===== config.mk =====
export PLATFORM = sky130hd
export DESIGN_NAME = epi_image_regs
export DESIGN_NICKNAME = d
export VERILOG_FILES = /design/src/rtl/epi_pkg.sv /design/src/rtl/epi_image_mem.sv /design/src/rtl/epi_image_regs.sv
export SDC_FILE = /design/constraint.sdc
export NUM_CORES = 1
export LEC_CHECK = 0
export BUFFER_PORTS_ARGS = -buffer_cell sky130_fd_sc_hd__buf_2
export CAP_MARGIN = 20
export CORE_AREA = 2 2 214 111
export DETAILED_ROUTE_END_ITERATION = 8
export DIE_AREA = 0 0 216 113
export GPL_TIMING_DRIVEN = 0
export HOLD_SLACK_MARGIN = 0.03
export PLACE_DENSITY = 0.8
export SLEW_MARGIN = 40
export SYNTH_ARGS = -nofsm -noshare
export SYNTH_HDL_FRONTEND = slang
export SYNTH_SLANG_ARGS = --single-unit

===== constraint.sdc =====
create_clock -name sys_clk_i -period 3.4 [get_ports sys_clk_i]
set_input_delay 0.68 -clock sys_clk_i [delete_from_list [all_inputs] [get_ports sys_clk_i]]
set_output_delay 0.68 -clock sys_clk_i [all_outputs]
set_load 0.05 [all_outputs]

===== src/rtl/epi_pkg.sv =====
/*
 * Shared constants and types for the configuration image register block.
 * Assumes an 8-bit register space behind a two-wire serial target.
 */
package epi_pkg;

	// ------------------------------------------------------------
	// Register offsets
	// ------------------------------------------------------------
	localparam logic [7:0] REG_NV_CONTROL = 8'h88;
	localparam logic [7:0] REG_UNLOCK_KEY = 8'h90;
	localparam logic [7:0] REG_COMMIT_PAGE = 8'h91;
	localparam logic [7:0] REG_CAP_HIGH = 8'hc7;
	localparam logic [7:0] REG_CAP_LOW = 8'hc8;

	// ------------------------------------------------------------
	// Field positions and values
	// ------------------------------------------------------------
	localparam int unsigned CTRL_PROGRAM_BIT = 0;
	localparam int unsigned CTRL_COMMIT_BIT = 1;
	localparam int unsigned CTRL_LOAD_DONE_BIT = 7;
	localparam logic [7:0] UNLOCK_KEY_VALUE = 8'hea;
	localparam logic [3:0] COMMIT_PAGE_RESET = 4'h0;
	localparam logic [9:0] CAP_RESET = 10'h000;
	localparam logic [7:0] KEY_RESET = 8'h00;

	// ------------------------------------------------------------
	// Image layout
	// ------------------------------------------------------------
	localparam int unsigned PAGE_COUNT = 6;
	localparam int unsigned COMMON_BYTES = 39;
	localparam int unsigned PAGE_BYTES = 51;
	localparam int unsigned IMAGE_BYTES = COMMON_BYTES + PAGE_COUNT * PAGE_BYTES;
	localparam logic [3:0] IMG_PART_ID_0 = 4'h0;
	localparam logic [3:0] IMG_PART_ID_3 = 4'h3;
	localparam logic [3:0] IMG_CHECKSUM = 4'h4;
	localparam logic [3:0] IMG_COUNT = 4'h5;
	localparam logic [3:0] IMG_REVISION = 4'hc;
	localparam logic [3:0] IMG_STARTUP = 4'hd;
	localparam logic [3:0] IMG_LOAD_END = 4'he;

	// ------------------------------------------------------------
	// Cycle counts
	// ------------------------------------------------------------
	localparam logic [2:0] STRAP_SETTLE = 3'h4;
	localparam logic [3:0] BYTE_BITS = 4'h8;

	// ------------------------------------------------------------
	// Types
	// ------------------------------------------------------------
	// Startup byte, top bit first
	typedef struct packed {
		logic sync_auto;
		logic sync_mute;
		logic outputs_on_after_lock;
		logic pll_start_style;
		logic automatic_startup;
		logic pll_a_lock_loss_mask;
		logic pll_a_signal_loss_mask;
		logic pll_a_calibration_mask;
	} epi_startup_type;

	// Common fields read back from the image
	typedef struct packed {
		logic [31:0] part_identifier;
		logic [7:0] image_checksum;
		logic [7:0] image_count;
		logic [7:0] image_revision;
		epi_startup_type startup;
	} epi_fields_type;

	// Serial target states
	typedef enum logic [3:0] {
		SER_IDLE = 4'b0000,
		SER_ADDR = 4'b0001,
		SER_ADDR_ACK = 4'b0010,
		SER_REG = 4'b0011,
		SER_REG_ACK = 4'b0100,
		SER_WDATA = 4'b0101,
		SER_WDATA_ACK = 4'b0110,
		SER_RDATA = 4'b0111,
		SER_RDATA_ACK = 4'b1000
	} epi_ser_type;

	// Image loader states
	typedef enum logic [0:0] {
		LD_RUN = 1'b0,
		LD_DONE = 1'b1
	} epi_load_type;

endpackage


===== src/rtl/epi_image_mem.sv =====
/*
 * Byte memory holding the configuration image.
 * Assumes one writer and one reader on the same clock; read data is registered.
 */
`timescale 1ns/100ps
`default_nettype none

module epi_image_mem
	import epi_pkg::*;
#(
	parameter int unsigned DEPTH = IMAGE_BYTES,
	parameter int unsigned WIDTH = 8,
	parameter int unsigned AW = 9
)
(
	// Clock, reset, enable
	input wire logic sys_clk_i,
	input wire logic arst_n_i,
	input wire logic ce_i,
	// Write port
	input wire logic wr_i,
	input wire logic [AW-1:0] wr_addr_i,
	input wire logic [WIDTH-1:0] wr_data_i,
	// Read port
	input wire logic [AW-1:0] rd_addr_i,
	output logic [WIDTH-1:0] rd_data_o
);

	// ------------------------------------------------------------
	// Elaboration checks
	// ------------------------------------------------------------
	if (DEPTH < IMAGE_BYTES || (2 ** AW) < DEPTH)
	begin : g_bad_size
		$error("epi_image_mem: depth or address width too small");
	end

	// Storage array
	logic [WIDTH-1:0] mem [DEPTH];
	// Next read data
	logic [WIDTH-1:0] next_rd_data;

	// Read lookup, out of range reads zero
	always_comb
	begin
		next_rd_data = '0;
		if (32'(rd_addr_i) < DEPTH)
			next_rd_data = mem[rd_addr_i];
	end

	// Array write
	always_ff @(posedge sys_clk_i)
	begin
		if (ce_i && wr_i && 32'(wr_addr_i) < DEPTH)
			mem[wr_addr_i] <= wr_data_i;
	end

	// Read register
	always_ff @(posedge sys_clk_i or negedge arst_n_i)
	begin
		if (!arst_n_i)
			rd_data_o <= '0;
		else if (ce_i)
			rd_data_o <= next_rd_data;
	end

endmodule // epi_image_mem

`default_nettype wire


===== src/rtl/epi_image_regs.sv =====
/*
 * Configuration image registers: serial target, commit page, crystal
 * load readback, unlock-guarded program trigger and common image loader.
 * Assumes open-drain wiring of sda outside and one system clock.
 */
// Function
// - Four-bit commit page steers commit region
// - Six pages; two straps pick power-up page
// - Ten-bit crystal load value, read-only, split
// - Common bytes first, then six pages
// - Bytes zero-three hold part identifier, MSB first
// - Byte four checksum, byte five count
// - Byte thirteen holds startup and mask flags
`timescale 1ns/100ps
`default_nettype none

module epi_image_regs
	import epi_pkg::*;
#(
	parameter logic [6:0] DEV_ADDR = 7'h50,
	parameter int unsigned AW = 9
)
(
	// Clock, reset, enable
	input wire logic sys_clk_i,
	input wire logic arst_n_i,
	input wire logic ce_i,
	// Serial pins
	input wire logic scl_i,
	input wire logic sda_i,
	output logic sda_o,
	output logic sda_oe_o,
	// Page strap pins
	input wire logic [1:0] page_strap_i,
	// Crystal load value from trim logic
	input wire logic [9:0] crystal_load_cap_value_i,
	// Image byte write port
	input wire logic img_wr_i,
	input wire logic [AW-1:0] img_addr_i,
	input wire logic [7:0] img_data_i,
	// Commit and program requests
	output logic [3:0] commit_page_o,
	output logic [AW-1:0] commit_base_o,
	output logic commit_start_o,
	output logic program_start_o,
	// Power-up state
	output logic [1:0] power_up_page_o,
	output epi_fields_type image_fields_o,
	output logic image_valid_o
);

	// ------------------------------------------------------------
	// Checks and helpers
	// ------------------------------------------------------------
	if ((2 ** AW) < IMAGE_BYTES)
	begin : g_bad_aw
		$error("epi_image_regs: address width too small for image");
	end

	// Base of a page inside the image
	function automatic logic [AW-1:0] page_base(input logic [3:0] page);
		page_base = AW'(COMMON_BYTES + 32'(page) * PAGE_BYTES);
	endfunction

	// ------------------------------------------------------------
	// Pin synchronisers
	// ------------------------------------------------------------
	logic [3:0] pin_ff1, pin_ff2, pin_ff3, pin_filt, pin_prev;
	logic [3:0] next_pin_filt;
	logic scl_f, sda_f, scl_p, sda_p;
	logic start_det, stop_det, scl_rise, scl_fall;

	// Accept a change only once stages two and three agree
	always_comb
	begin
		next_pin_filt = ((pin_ff2 ~^ pin_ff3) & pin_ff3) | ((pin_ff2 ^ pin_ff3) & pin_filt);
	end

	// Three-stage capture of all pins
	always_ff @(posedge sys_clk_i or negedge arst_n_i)
	begin
		if (!arst_n_i)
		begin
			pin_ff1 <= 4'h3;
			pin_ff2 <= 4'h3;
			pin_ff3 <= 4'h3;
			pin_filt <= 4'h3;
			pin_prev <= 4'h3;
		end
		else if (ce_i)
		begin
			pin_ff1 <= {page_strap_i, sda_i, scl_i};
			pin_ff2 <= pin_ff1;
			pin_ff3 <= pin_ff2;
			pin_filt <= next_pin_filt;
			pin_prev <= pin_filt;
		end
	end

	assign scl_f = pin_filt[0];
	assign sda_f = pin_filt[1];
	assign scl_p = pin_prev[0];
	assign sda_p = pin_prev[1];
	// Bus conditions
	assign start_det = scl_f && scl_p && sda_p && !sda_f;
	assign stop_det = scl_f && scl_p && !sda_p && sda_f;
	assign scl_rise = scl_f && !scl_p;
	assign scl_fall = !scl_f && scl_p;

	// ------------------------------------------------------------
	// Register state and readback
	// ------------------------------------------------------------
	logic [3:0] commit_page, next_commit_page;
	logic [7:0] unlock_key, next_unlock_key;
	logic unlock_armed, next_unlock_armed;
	logic [9:0] cap_value, next_cap_value;
	logic next_commit_start, next_program_start;
	logic [AW-1:0] next_commit_base;
	logic wr_fire;
	logic [7:0] ptr, shift;
	epi_load_type ld_st, next_ld_st;

	// Register readback, unmapped reads zero
	function automatic logic [7:0] reg_read(input logic [7:0] addr);
		reg_read = 8'h00;
		if (addr == REG_COMMIT_PAGE)
			reg_read = {4'h0, commit_page};
		else if (addr == REG_UNLOCK_KEY)
			reg_read = unlock_key;
		else if (addr == REG_NV_CONTROL)
			reg_read = {(ld_st == LD_DONE), 7'h00};
		else if (addr == REG_CAP_HIGH)
			reg_read = {6'h00, cap_value[9:8]};
		else if (addr == REG_CAP_LOW)
			reg_read = cap_value[7:0];
	endfunction

	// Register writes and request pulses
	always_comb
	begin
		next_commit_page = commit_page;
		next_unlock_key = unlock_key;
		next_unlock_armed = unlock_armed;
		next_commit_start = 1'b0;
		next_program_start = 1'b0;
		next_commit_base = commit_base_o;
		next_cap_value = crystal_load_cap_value_i;
		if (wr_fire)
		begin
			if (ptr == REG_COMMIT_PAGE)
			begin
				next_commit_page = shift[3:0];
				next_unlock_armed = 1'b0;
			end
			else if (ptr == REG_UNLOCK_KEY)
			begin
				next_unlock_key = shift;
				next_unlock_armed = (shift == UNLOCK_KEY_VALUE);
			end
			else if (ptr == REG_NV_CONTROL)
			begin
				next_program_start = shift[CTRL_PROGRAM_BIT] && unlock_armed;
				next_commit_start = shift[CTRL_COMMIT_BIT];
				next_commit_base = page_base(commit_page);
				next_unlock_armed = 1'b0;
			end
			// Any other write breaks the key sequence
			else
				next_unlock_armed = 1'b0;
		end
	end

	// Register storage
	always_ff @(posedge sys_clk_i or negedge arst_n_i)
	begin
		if (!arst_n_i)
		begin
			commit_page <= COMMIT_PAGE_RESET;
			unlock_key <= KEY_RESET;
			unlock_armed <= 1'b0;
			cap_value <= CAP_RESET;
			commit_start_o <= 1'b0;
			program_start_o <= 1'b0;
			commit_base_o <= '0;
		end
		else if (ce_i)
		begin
			commit_page <= next_commit_page;
			unlock_key <= next_unlock_key;
			unlock_armed <= next_unlock_armed;
			cap_value <= next_cap_value;
			commit_start_o <= next_commit_start;
			program_start_o <= next_program_start;
			commit_base_o <= next_commit_base;
		end
	end

	assign commit_page_o = commit_page;

	// ------------------------------------------------------------
	// Serial target
	// ------------------------------------------------------------
	epi_ser_type ser_st, next_ser_st;
	logic [3:0] bit_cnt, next_bit_cnt;
	logic [7:0] next_shift, next_ptr, rd_byte;
	logic read_mode, next_read_mode, master_ack, next_master_ack;
	logic drive, next_drive;

	// Byte to send after a master acknowledge; a process so register changes re-evaluate it
	always_comb
	begin
		rd_byte = reg_read(ptr + 8'h01);
	end
	assign wr_fire = scl_fall && !start_det && !stop_det && ser_st == SER_WDATA && bit_cnt == BYTE_BITS;

	// Bit-level protocol sequencing
	always_comb
	begin
		next_ser_st = ser_st;
		next_bit_cnt = bit_cnt;
		next_shift = shift;
		next_ptr = ptr;
		next_read_mode = read_mode;
		next_master_ack = master_ack;
		next_drive = drive;
		if (start_det)
		begin
			next_ser_st = SER_ADDR;
			next_bit_cnt = 4'h0;
			next_drive = 1'b0;
		end
		else if (stop_det)
		begin
			next_ser_st = SER_IDLE;
			next_drive = 1'b0;
		end
		else if (scl_rise)
		begin
			case (ser_st)
				SER_ADDR, SER_REG, SER_WDATA:
				begin
					next_shift = {shift[6:0], sda_f};
					next_bit_cnt = bit_cnt + 4'h1;
				end
				SER_RDATA_ACK: next_master_ack = !sda_f;
				default: next_ser_st = ser_st;
			endcase
		end
		else if (scl_fall)
		begin
			case (ser_st)
				SER_ADDR:
				begin
					if (bit_cnt == BYTE_BITS)
					begin
						// Acknowledge own address only
						if (shift[7:1] == DEV_ADDR)
						begin
							next_ser_st = SER_ADDR_ACK;
							next_read_mode = shift[0];
							next_drive = 1'b1;
						end
						else
							next_ser_st = SER_IDLE;
					end
				end
				SER_ADDR_ACK:
				begin
					next_bit_cnt = 4'h0;
					if (read_mode)
					begin
						// Put first read bit out
						next_ser_st = SER_RDATA;
						next_shift = reg_read(ptr);
						next_drive = !next_shift[7];
						next_bit_cnt = 4'h1;
					end
					else
					begin
						next_ser_st = SER_REG;
						next_drive = 1'b0;
					end
				end
				SER_REG:
				begin
					if (bit_cnt == BYTE_BITS)
					begin
						next_ptr = shift;
						next_ser_st = SER_REG_ACK;
						next_drive = 1'b1;
					end
				end
				SER_REG_ACK, SER_WDATA_ACK:
				begin
					next_ser_st = SER_WDATA;
					next_bit_cnt = 4'h0;
					next_drive = 1'b0;
				end
				SER_WDATA:
				begin
					if (bit_cnt == BYTE_BITS)
					begin
						// Write happens here, pointer auto-advances
						next_ptr = ptr + 8'h01;
						next_ser_st = SER_WDATA_ACK;
						next_drive = 1'b1;
					end
				end
				SER_RDATA:
				begin
					if (bit_cnt == BYTE_BITS)
					begin
						next_ser_st = SER_RDATA_ACK;
						next_drive = 1'b0;
					end
					else
					begin
						next_shift = {shift[6:0], 1'b0};
						next_drive = !shift[6];
						next_bit_cnt = bit_cnt + 4'h1;
					end
				end
				SER_RDATA_ACK:
				begin
					if (master_ack)
					begin
						next_ptr = ptr + 8'h01;
						next_shift = rd_byte;
						next_drive = !rd_byte[7];
						next_bit_cnt = 4'h1;
						next_ser_st = SER_RDATA;
					end
					else
						next_ser_st = SER_IDLE;
				end
				default: next_drive = 1'b0;
			endcase
		end
	end

	// Serial target registers
	always_ff @(posedge sys_clk_i or negedge arst_n_i)
	begin
		if (!arst_n_i)
		begin
			ser_st <= SER_IDLE;
			bit_cnt <= 4'h0;
			shift <= 8'h00;
			ptr <= 8'h00;
			read_mode <= 1'b0;
			master_ack <= 1'b0;
			drive <= 1'b0;
		end
		else if (ce_i)
		begin
			ser_st <= next_ser_st;
			bit_cnt <= next_bit_cnt;
			shift <= next_shift;
			ptr <= next_ptr;
			read_mode <= next_read_mode;
			master_ack <= next_master_ack;
			drive <= next_drive;
		end
	end

	// Open-drain: only ever pull low
	assign sda_o = 1'b0;
	assign sda_oe_o = drive;

	// ------------------------------------------------------------
	// Power-up strap capture
	// ------------------------------------------------------------
	logic [2:0] strap_cnt, next_strap_cnt;
	logic [1:0] next_power_up_page;

	always_comb
	begin
		next_strap_cnt = strap_cnt;
		next_power_up_page = power_up_page_o;
		if (strap_cnt != STRAP_SETTLE)
			next_strap_cnt = strap_cnt + 3'h1;
		// Agreed strap level, taken on the edge the filter accepts it
		if (strap_cnt == STRAP_SETTLE - 3'h1)
			next_power_up_page = next_pin_filt[3:2];
	end

	// Strap registers
	always_ff @(posedge sys_clk_i or negedge arst_n_i)
	begin
		if (!arst_n_i)
		begin
			strap_cnt <= 3'h0;
			power_up_page_o <= 2'h0;
		end
		else if (ce_i)
		begin
			strap_cnt <= next_strap_cnt;
			power_up_page_o <= next_power_up_page;
		end
	end

	// ------------------------------------------------------------
	// Common image loader
	// ------------------------------------------------------------
	logic [3:0] ld_cnt, next_ld_cnt;
	logic [7:0] mem_rd_data;
	epi_fields_type fields, next_fields;
	logic [3:0] ld_idx;

	assign ld_idx = ld_cnt - 4'h1;

	// Walk common bytes, capture fields one cycle after address
	always_comb
	begin
		next_ld_st = ld_st;
		next_ld_cnt = ld_cnt;
		next_fields = fields;
		if (ld_st == LD_RUN)
		begin
			next_ld_cnt = ld_cnt + 4'h1;
			if (ld_cnt != 4'h0)
			begin
				if (ld_idx >= IMG_PART_ID_0 && ld_idx <= IMG_PART_ID_3)
					next_fields.part_identifier = {fields.part_identifier[23:0], mem_rd_data};
				else if (ld_idx == IMG_CHECKSUM)
					next_fields.image_checksum = mem_rd_data;
				else if (ld_idx == IMG_COUNT)
					next_fields.image_count = mem_rd_data;
				else if (ld_idx == IMG_REVISION)
					next_fields.image_revision = mem_rd_data;
				else if (ld_idx == IMG_STARTUP)
					next_fields.startup = epi_startup_type'(mem_rd_data);
			end
			if (ld_cnt == IMG_LOAD_END)
				next_ld_st = LD_DONE;
		end
	end

	// Loader registers
	always_ff @(posedge sys_clk_i or negedge arst_n_i)
	begin
		if (!arst_n_i)
		begin
			ld_st <= LD_RUN;
			ld_cnt <= 4'h0;
			fields <= '0;
		end
		else if (ce_i)
		begin
			ld_st <= next_ld_st;
			ld_cnt <= next_ld_cnt;
			fields <= next_fields;
		end
	end

	assign image_fields_o = fields;
	assign image_valid_o = (ld_st == LD_DONE);

	epi_image_mem #(
		.DEPTH(IMAGE_BYTES),
		.WIDTH(8),
		.AW(AW)
	) u_mem (
		.sys_clk_i(sys_clk_i),
		.arst_n_i(arst_n_i),
		.ce_i(ce_i),
		.wr_i(img_wr_i),
		.wr_addr_i(img_addr_i),
		.wr_data_i(img_data_i),
		.rd_addr_i(AW'(ld_cnt)),
		.rd_data_o(mem_rd_data)
	);

endmodule // epi_image_regs

`default_nettype wire


==> results.sh <==
export IMPL_ys_seq_elements=289
export IMPL_grt_pass1_wl_mm=54.3
export IMPL_grt_max_degree=67
export IMPL_place_area_um2=14300
export IMPL_pin_count=119
export IMPL_synth_nets=1040
export IMPL_core_um2=22400
export IMPL_hold_viol_final=0
export IMPL_worstPathRequired_ns=3.83
export IMPL_path_max_fanout=10
export IMPL_nFillCells=1652
export IMPL_cts_tree="yes"
export IMPL_rows=39
export IMPL_clock_latency_ns=0.55
export IMPL_finalMaxSlewViolations=0
export IMPL_synth_distinct_cells=73
export IMPL_async_flop_share=0.557
export IMPL_max_cap_viol_count=0
export IMPL_clockRootBuffer="clkbuf_16"
export IMPL_die_area_um2=24400
export IMPL_vias_per_cell=6.33
export IMPL_post_route_drc_count=0
export IMPL_netlist_area_um2=13300
export IMPL_setup_ws_ns=0.133
export IMPL_ir_worst_vdd_uv=719
export IMPL_status="finished, final reports clean"
export IMPL_endpoint_kind="flip-flop"
export IMPL_syn_area_per_cell_um2=13.7
export IMPL_cpMostUsedCell="clkbuf_1"
export IMPL_rsz0062_at_grt="no"
export IMPL_slew_headroom=0.431
export IMPL_drt_initial_drc_count=1247
export IMPL_cts_setup_buffers=0
export IMPL_fin_area_um2=15200
export IMPL_yosysWarnings=0
export IMPL_critPathKind="reg -> reg"
export IMPL_dp_slack_ns=-0.133
export IMPL_ant_nets=0
export IMPL_gp_congestion=0.979
export IMPL_dr_pass1_iters=7
export IMPL_grtUsageTotal=0.299
export IMPL_cts_buffers=26
export IMPL_fin_crit_ns=3.27
export IMPL_area_growth_pct=14.6
export IMPL_antenna_found_initial=0
export IMPL_yosysSeqAreaShare=0.594
export IMPL_die_h_um=113
export IMPL_fin_crit_sh=0.961
export IMPL_antenna_cells=0
export IMPL_grt_overflow=0
export IMPL_slowest_stage="clkbuf_1"
export IMPL_dpl_hpwl_mm=25.8
export IMPL_cts_buffer_depth=3
export IMPL_crit_buf_inv=4
export IMPL_p_leak_nw=6.23
export IMPL_start_kind="flip-flop"
export IMPL_timing_worst_slew_pin_value_ns=0.847
export IMPL_hold_class="in -> reg"
export IMPL_cts_max_level=1
export IMPL_fin_cells=1440
export IMPL_die_x_um=216
export IMPL_power_density_nw_per_um2=879
export IMPL_path_clk_slew_ns=0.07
export IMPL_synth_edf_count=128
export IMPL_max_freq_mhz=306
export IMPL_final_nets=1188
export IMPL_io_buffers=117
export IMPL_drt_wirelength_per_cell_um=24.6
export IMPL_vias=9118
export IMPL_synth_ff_type="dfrtp_1"
export IMPL_place_inst=1391
export IMPL_postSynthCellCount=965
export IMPL_grt_pass1_vias=8780
export IMPL_cp_arrival_ns=3.69
export IMPL_cp_top_family="buffers and inverters"
export IMPL_initial_core_util=0.591
export IMPL_route_final_wire_length_mm=35.4
export IMPL_clock_sinks=289
export IMPL_finalSetupViolations=0
export IMPL_finClkSkew_ns=0.0102
export IMPL_crit_path_cell_trace="clkbuf_1 -> clkbuf_2 -> inv_1 -> ha_1 -> nor2b_1 -> o21a_1 -> and4b_1 -> clkbuf_1 -> mux2_2"
export IMPL_cp_slowest_stage_delay_ns=0.45
export IMPL_drive_gt1_frac=0.320
## layout make-up
cell class | instances | area, µm² | share of cell area
sequential | 289 | 7890 | 0.518
multi-input combinational | 602 | 5130 | 0.337
clock buffer | 41 | 769 | 0.0506
timing repair buffer | 120 | 661 | 0.0434
tap | 307 | 384 | 0.0253
buffer | 48 | 218 | 0.0143
inverter | 26 | 97.6 | 0.00642
clock inverter | 7 | 67.6 | 0.00444
## cell usage after synthesis (6+ instances only)
cell type	count	area share
nor2_1	63	0.018
o31ai_1	8	0.0045
nor2b_1	11	0.0052
edfxtp_1	128	0.29
xnor2_1	14	0.0092
buf_1	6	0.0017
inv_1	26	0.0074
xor2_1	9	0.0059
clkbuf_1	27	0.0076
nand2_1	66	0.019
nand3_1	16	0.0060
a31oi_1	8	0.0038
ha_1	39	0.037
nand4_1	6	0.0028
dfstp_2	10	0.020
a21o_1	8	0.0045
a21oi_1	33	0.012
mux2_2	113	0.096
nor3_1	17	0.0064
buf_2	11	0.0041
a22oi_1	10	0.0057
mux4_2	40	0.068
o21ai_0	41	0.015
dfrtp_1	151	0.28
mux2i_1	6	0.0045
## state kept, by name, indices dropped and copies added, names as in the netlist, 8 cells and up
name and flops:
cap_value 10, unlock_key 8, commit_base_o 9, shift 8, u_mem.mem 128, image_fields_o 64, u_mem.rd_data_o 8, ptr 8
## placed cells by master (no fill, tap or decap), types with 4 or more instances in the layout
master / count
a31oi_1: 8
ha_1: 39
mux4_2: 40
nor3_2: 5
buf_1: 5
nand2_1: 66
a21o_1: 8
nand3_1: 16
a22oi_1: 10
clkbuf_2: 5
xnor2_1: 14
o31ai_1: 8
mux2i_1: 6
nor2_1: 54
and3_1: 5
inv_1: 26
a21oi_1: 33
or3_1: 5
nor2b_1: 11
nor3_1: 12
buf_2: 127
xor2_1: 9
o21a_1: 5
clkbuf_1: 33
o22a_1: 5
nand4_1: 6
clkbuf_8: 4
a32oi_1: 4
nor2_2: 9
dfrtp_1: 151
nand2b_1: 5
a211oi_1: 5
edfxtp_1: 128
mux2_2: 113
o21ai_0: 41
clkbuf_16: 27
dfstp_2: 10
## where the power goes
group | total (mW) | internal [mW] | switching [mW]
Sequential | 5.11 | 4.34 | 0.778
Combinational | 5.33 | 1.84 | 3.50
Clock | 2.93 | 1.63 | 1.29
## metal layers
| metal | vias to the layer above | part of all wire | global-route usage |
|---|---|---|---|
| li1 | 3908 | - | - |
| met1 | 4557 | 0.45 | 0.476 |
| met2 | 587 | 0.37 | 0.377 |
| met3 | 66 | 0.16 | 0.129 |
| met4 | 0 | 0.021 | 0.0594 |
| met5 | - | 0 | 0 |
## through the flow
| stage | utilization | power, mW | TNS, ns | hold WS, ns |
|---|---|---|---|---|
| floorplan | - | 8.71 | 0 | 0.384 |
| global placement | 0.634 | 10.2 | -122.62 | 0.458 |
| detailed placement | 0.639 | 10.4 | -1.76 | 0.468 |
| CTS | 0.677 | 13.3 | 0 | 0.342 |
| global route | 0.678 | 13.9 | 0 | 0.354 |
| finish | 0.678 | 13.4 | 0 | 0.359 |
## worst register-to-register path, cell delays in order (launching register included)
cell,delay (ns)
dfrtp_1,0.42
clkbuf_1,0.44
clkbuf_2,0.40
inv_1,0.13
ha_1,0.24
nor2b_1,0.23
o21a_1,0.22
and4b_1,0.21
clkbuf_1,0.45
mux2_2,0.41
## cells by family (layout without fill, tap and decap cells)
family	after synthesis	in the layout	synth area share
simple gates	221	221	0.0807
mux	159	159	0.168
compound gates	158	158	0.0795
other cells	1	1	0.000283
flops	289	289	0.594
xor+xnor	23	23	0.0152
buf+inv	74	242	0.0234
fa+ha+maj	40	40	0.0383
## worst paths after layout
| check | slack (ns) | cells after the start | from | endpoint |
|---|---|---|---|---|
| min in group asynchronous | 0.61 | 2 | arst_n_i | commit_base_o[0] |
| min | 0.36 | 2 | crystal_load_cap_value_i[9] | cap_value[9] |
| max reg2reg | 0.13 | 9 | ld_cnt[1] | image_fields_o[5] |
| max | 0.13 | 9 | ld_cnt[1] | image_fields_o[5] |
| min reg2reg | 0.48 | 2 | commit_base_o[8] | commit_base_o[8] |
| max in group asynchronous | 1.79 | 4 | arst_n_i | pin_ff3[1] |
## timing repair
item,4_1_cts,5_1_grt
gates resized for setup,4,0
hold endpoints to repair,39,0
endpoints found under the setup margin,45,1
cloned,0,0
hold buffers,1,0
pin swaps,0,1
No activity file was read; power rests on OpenSTA's default activity.
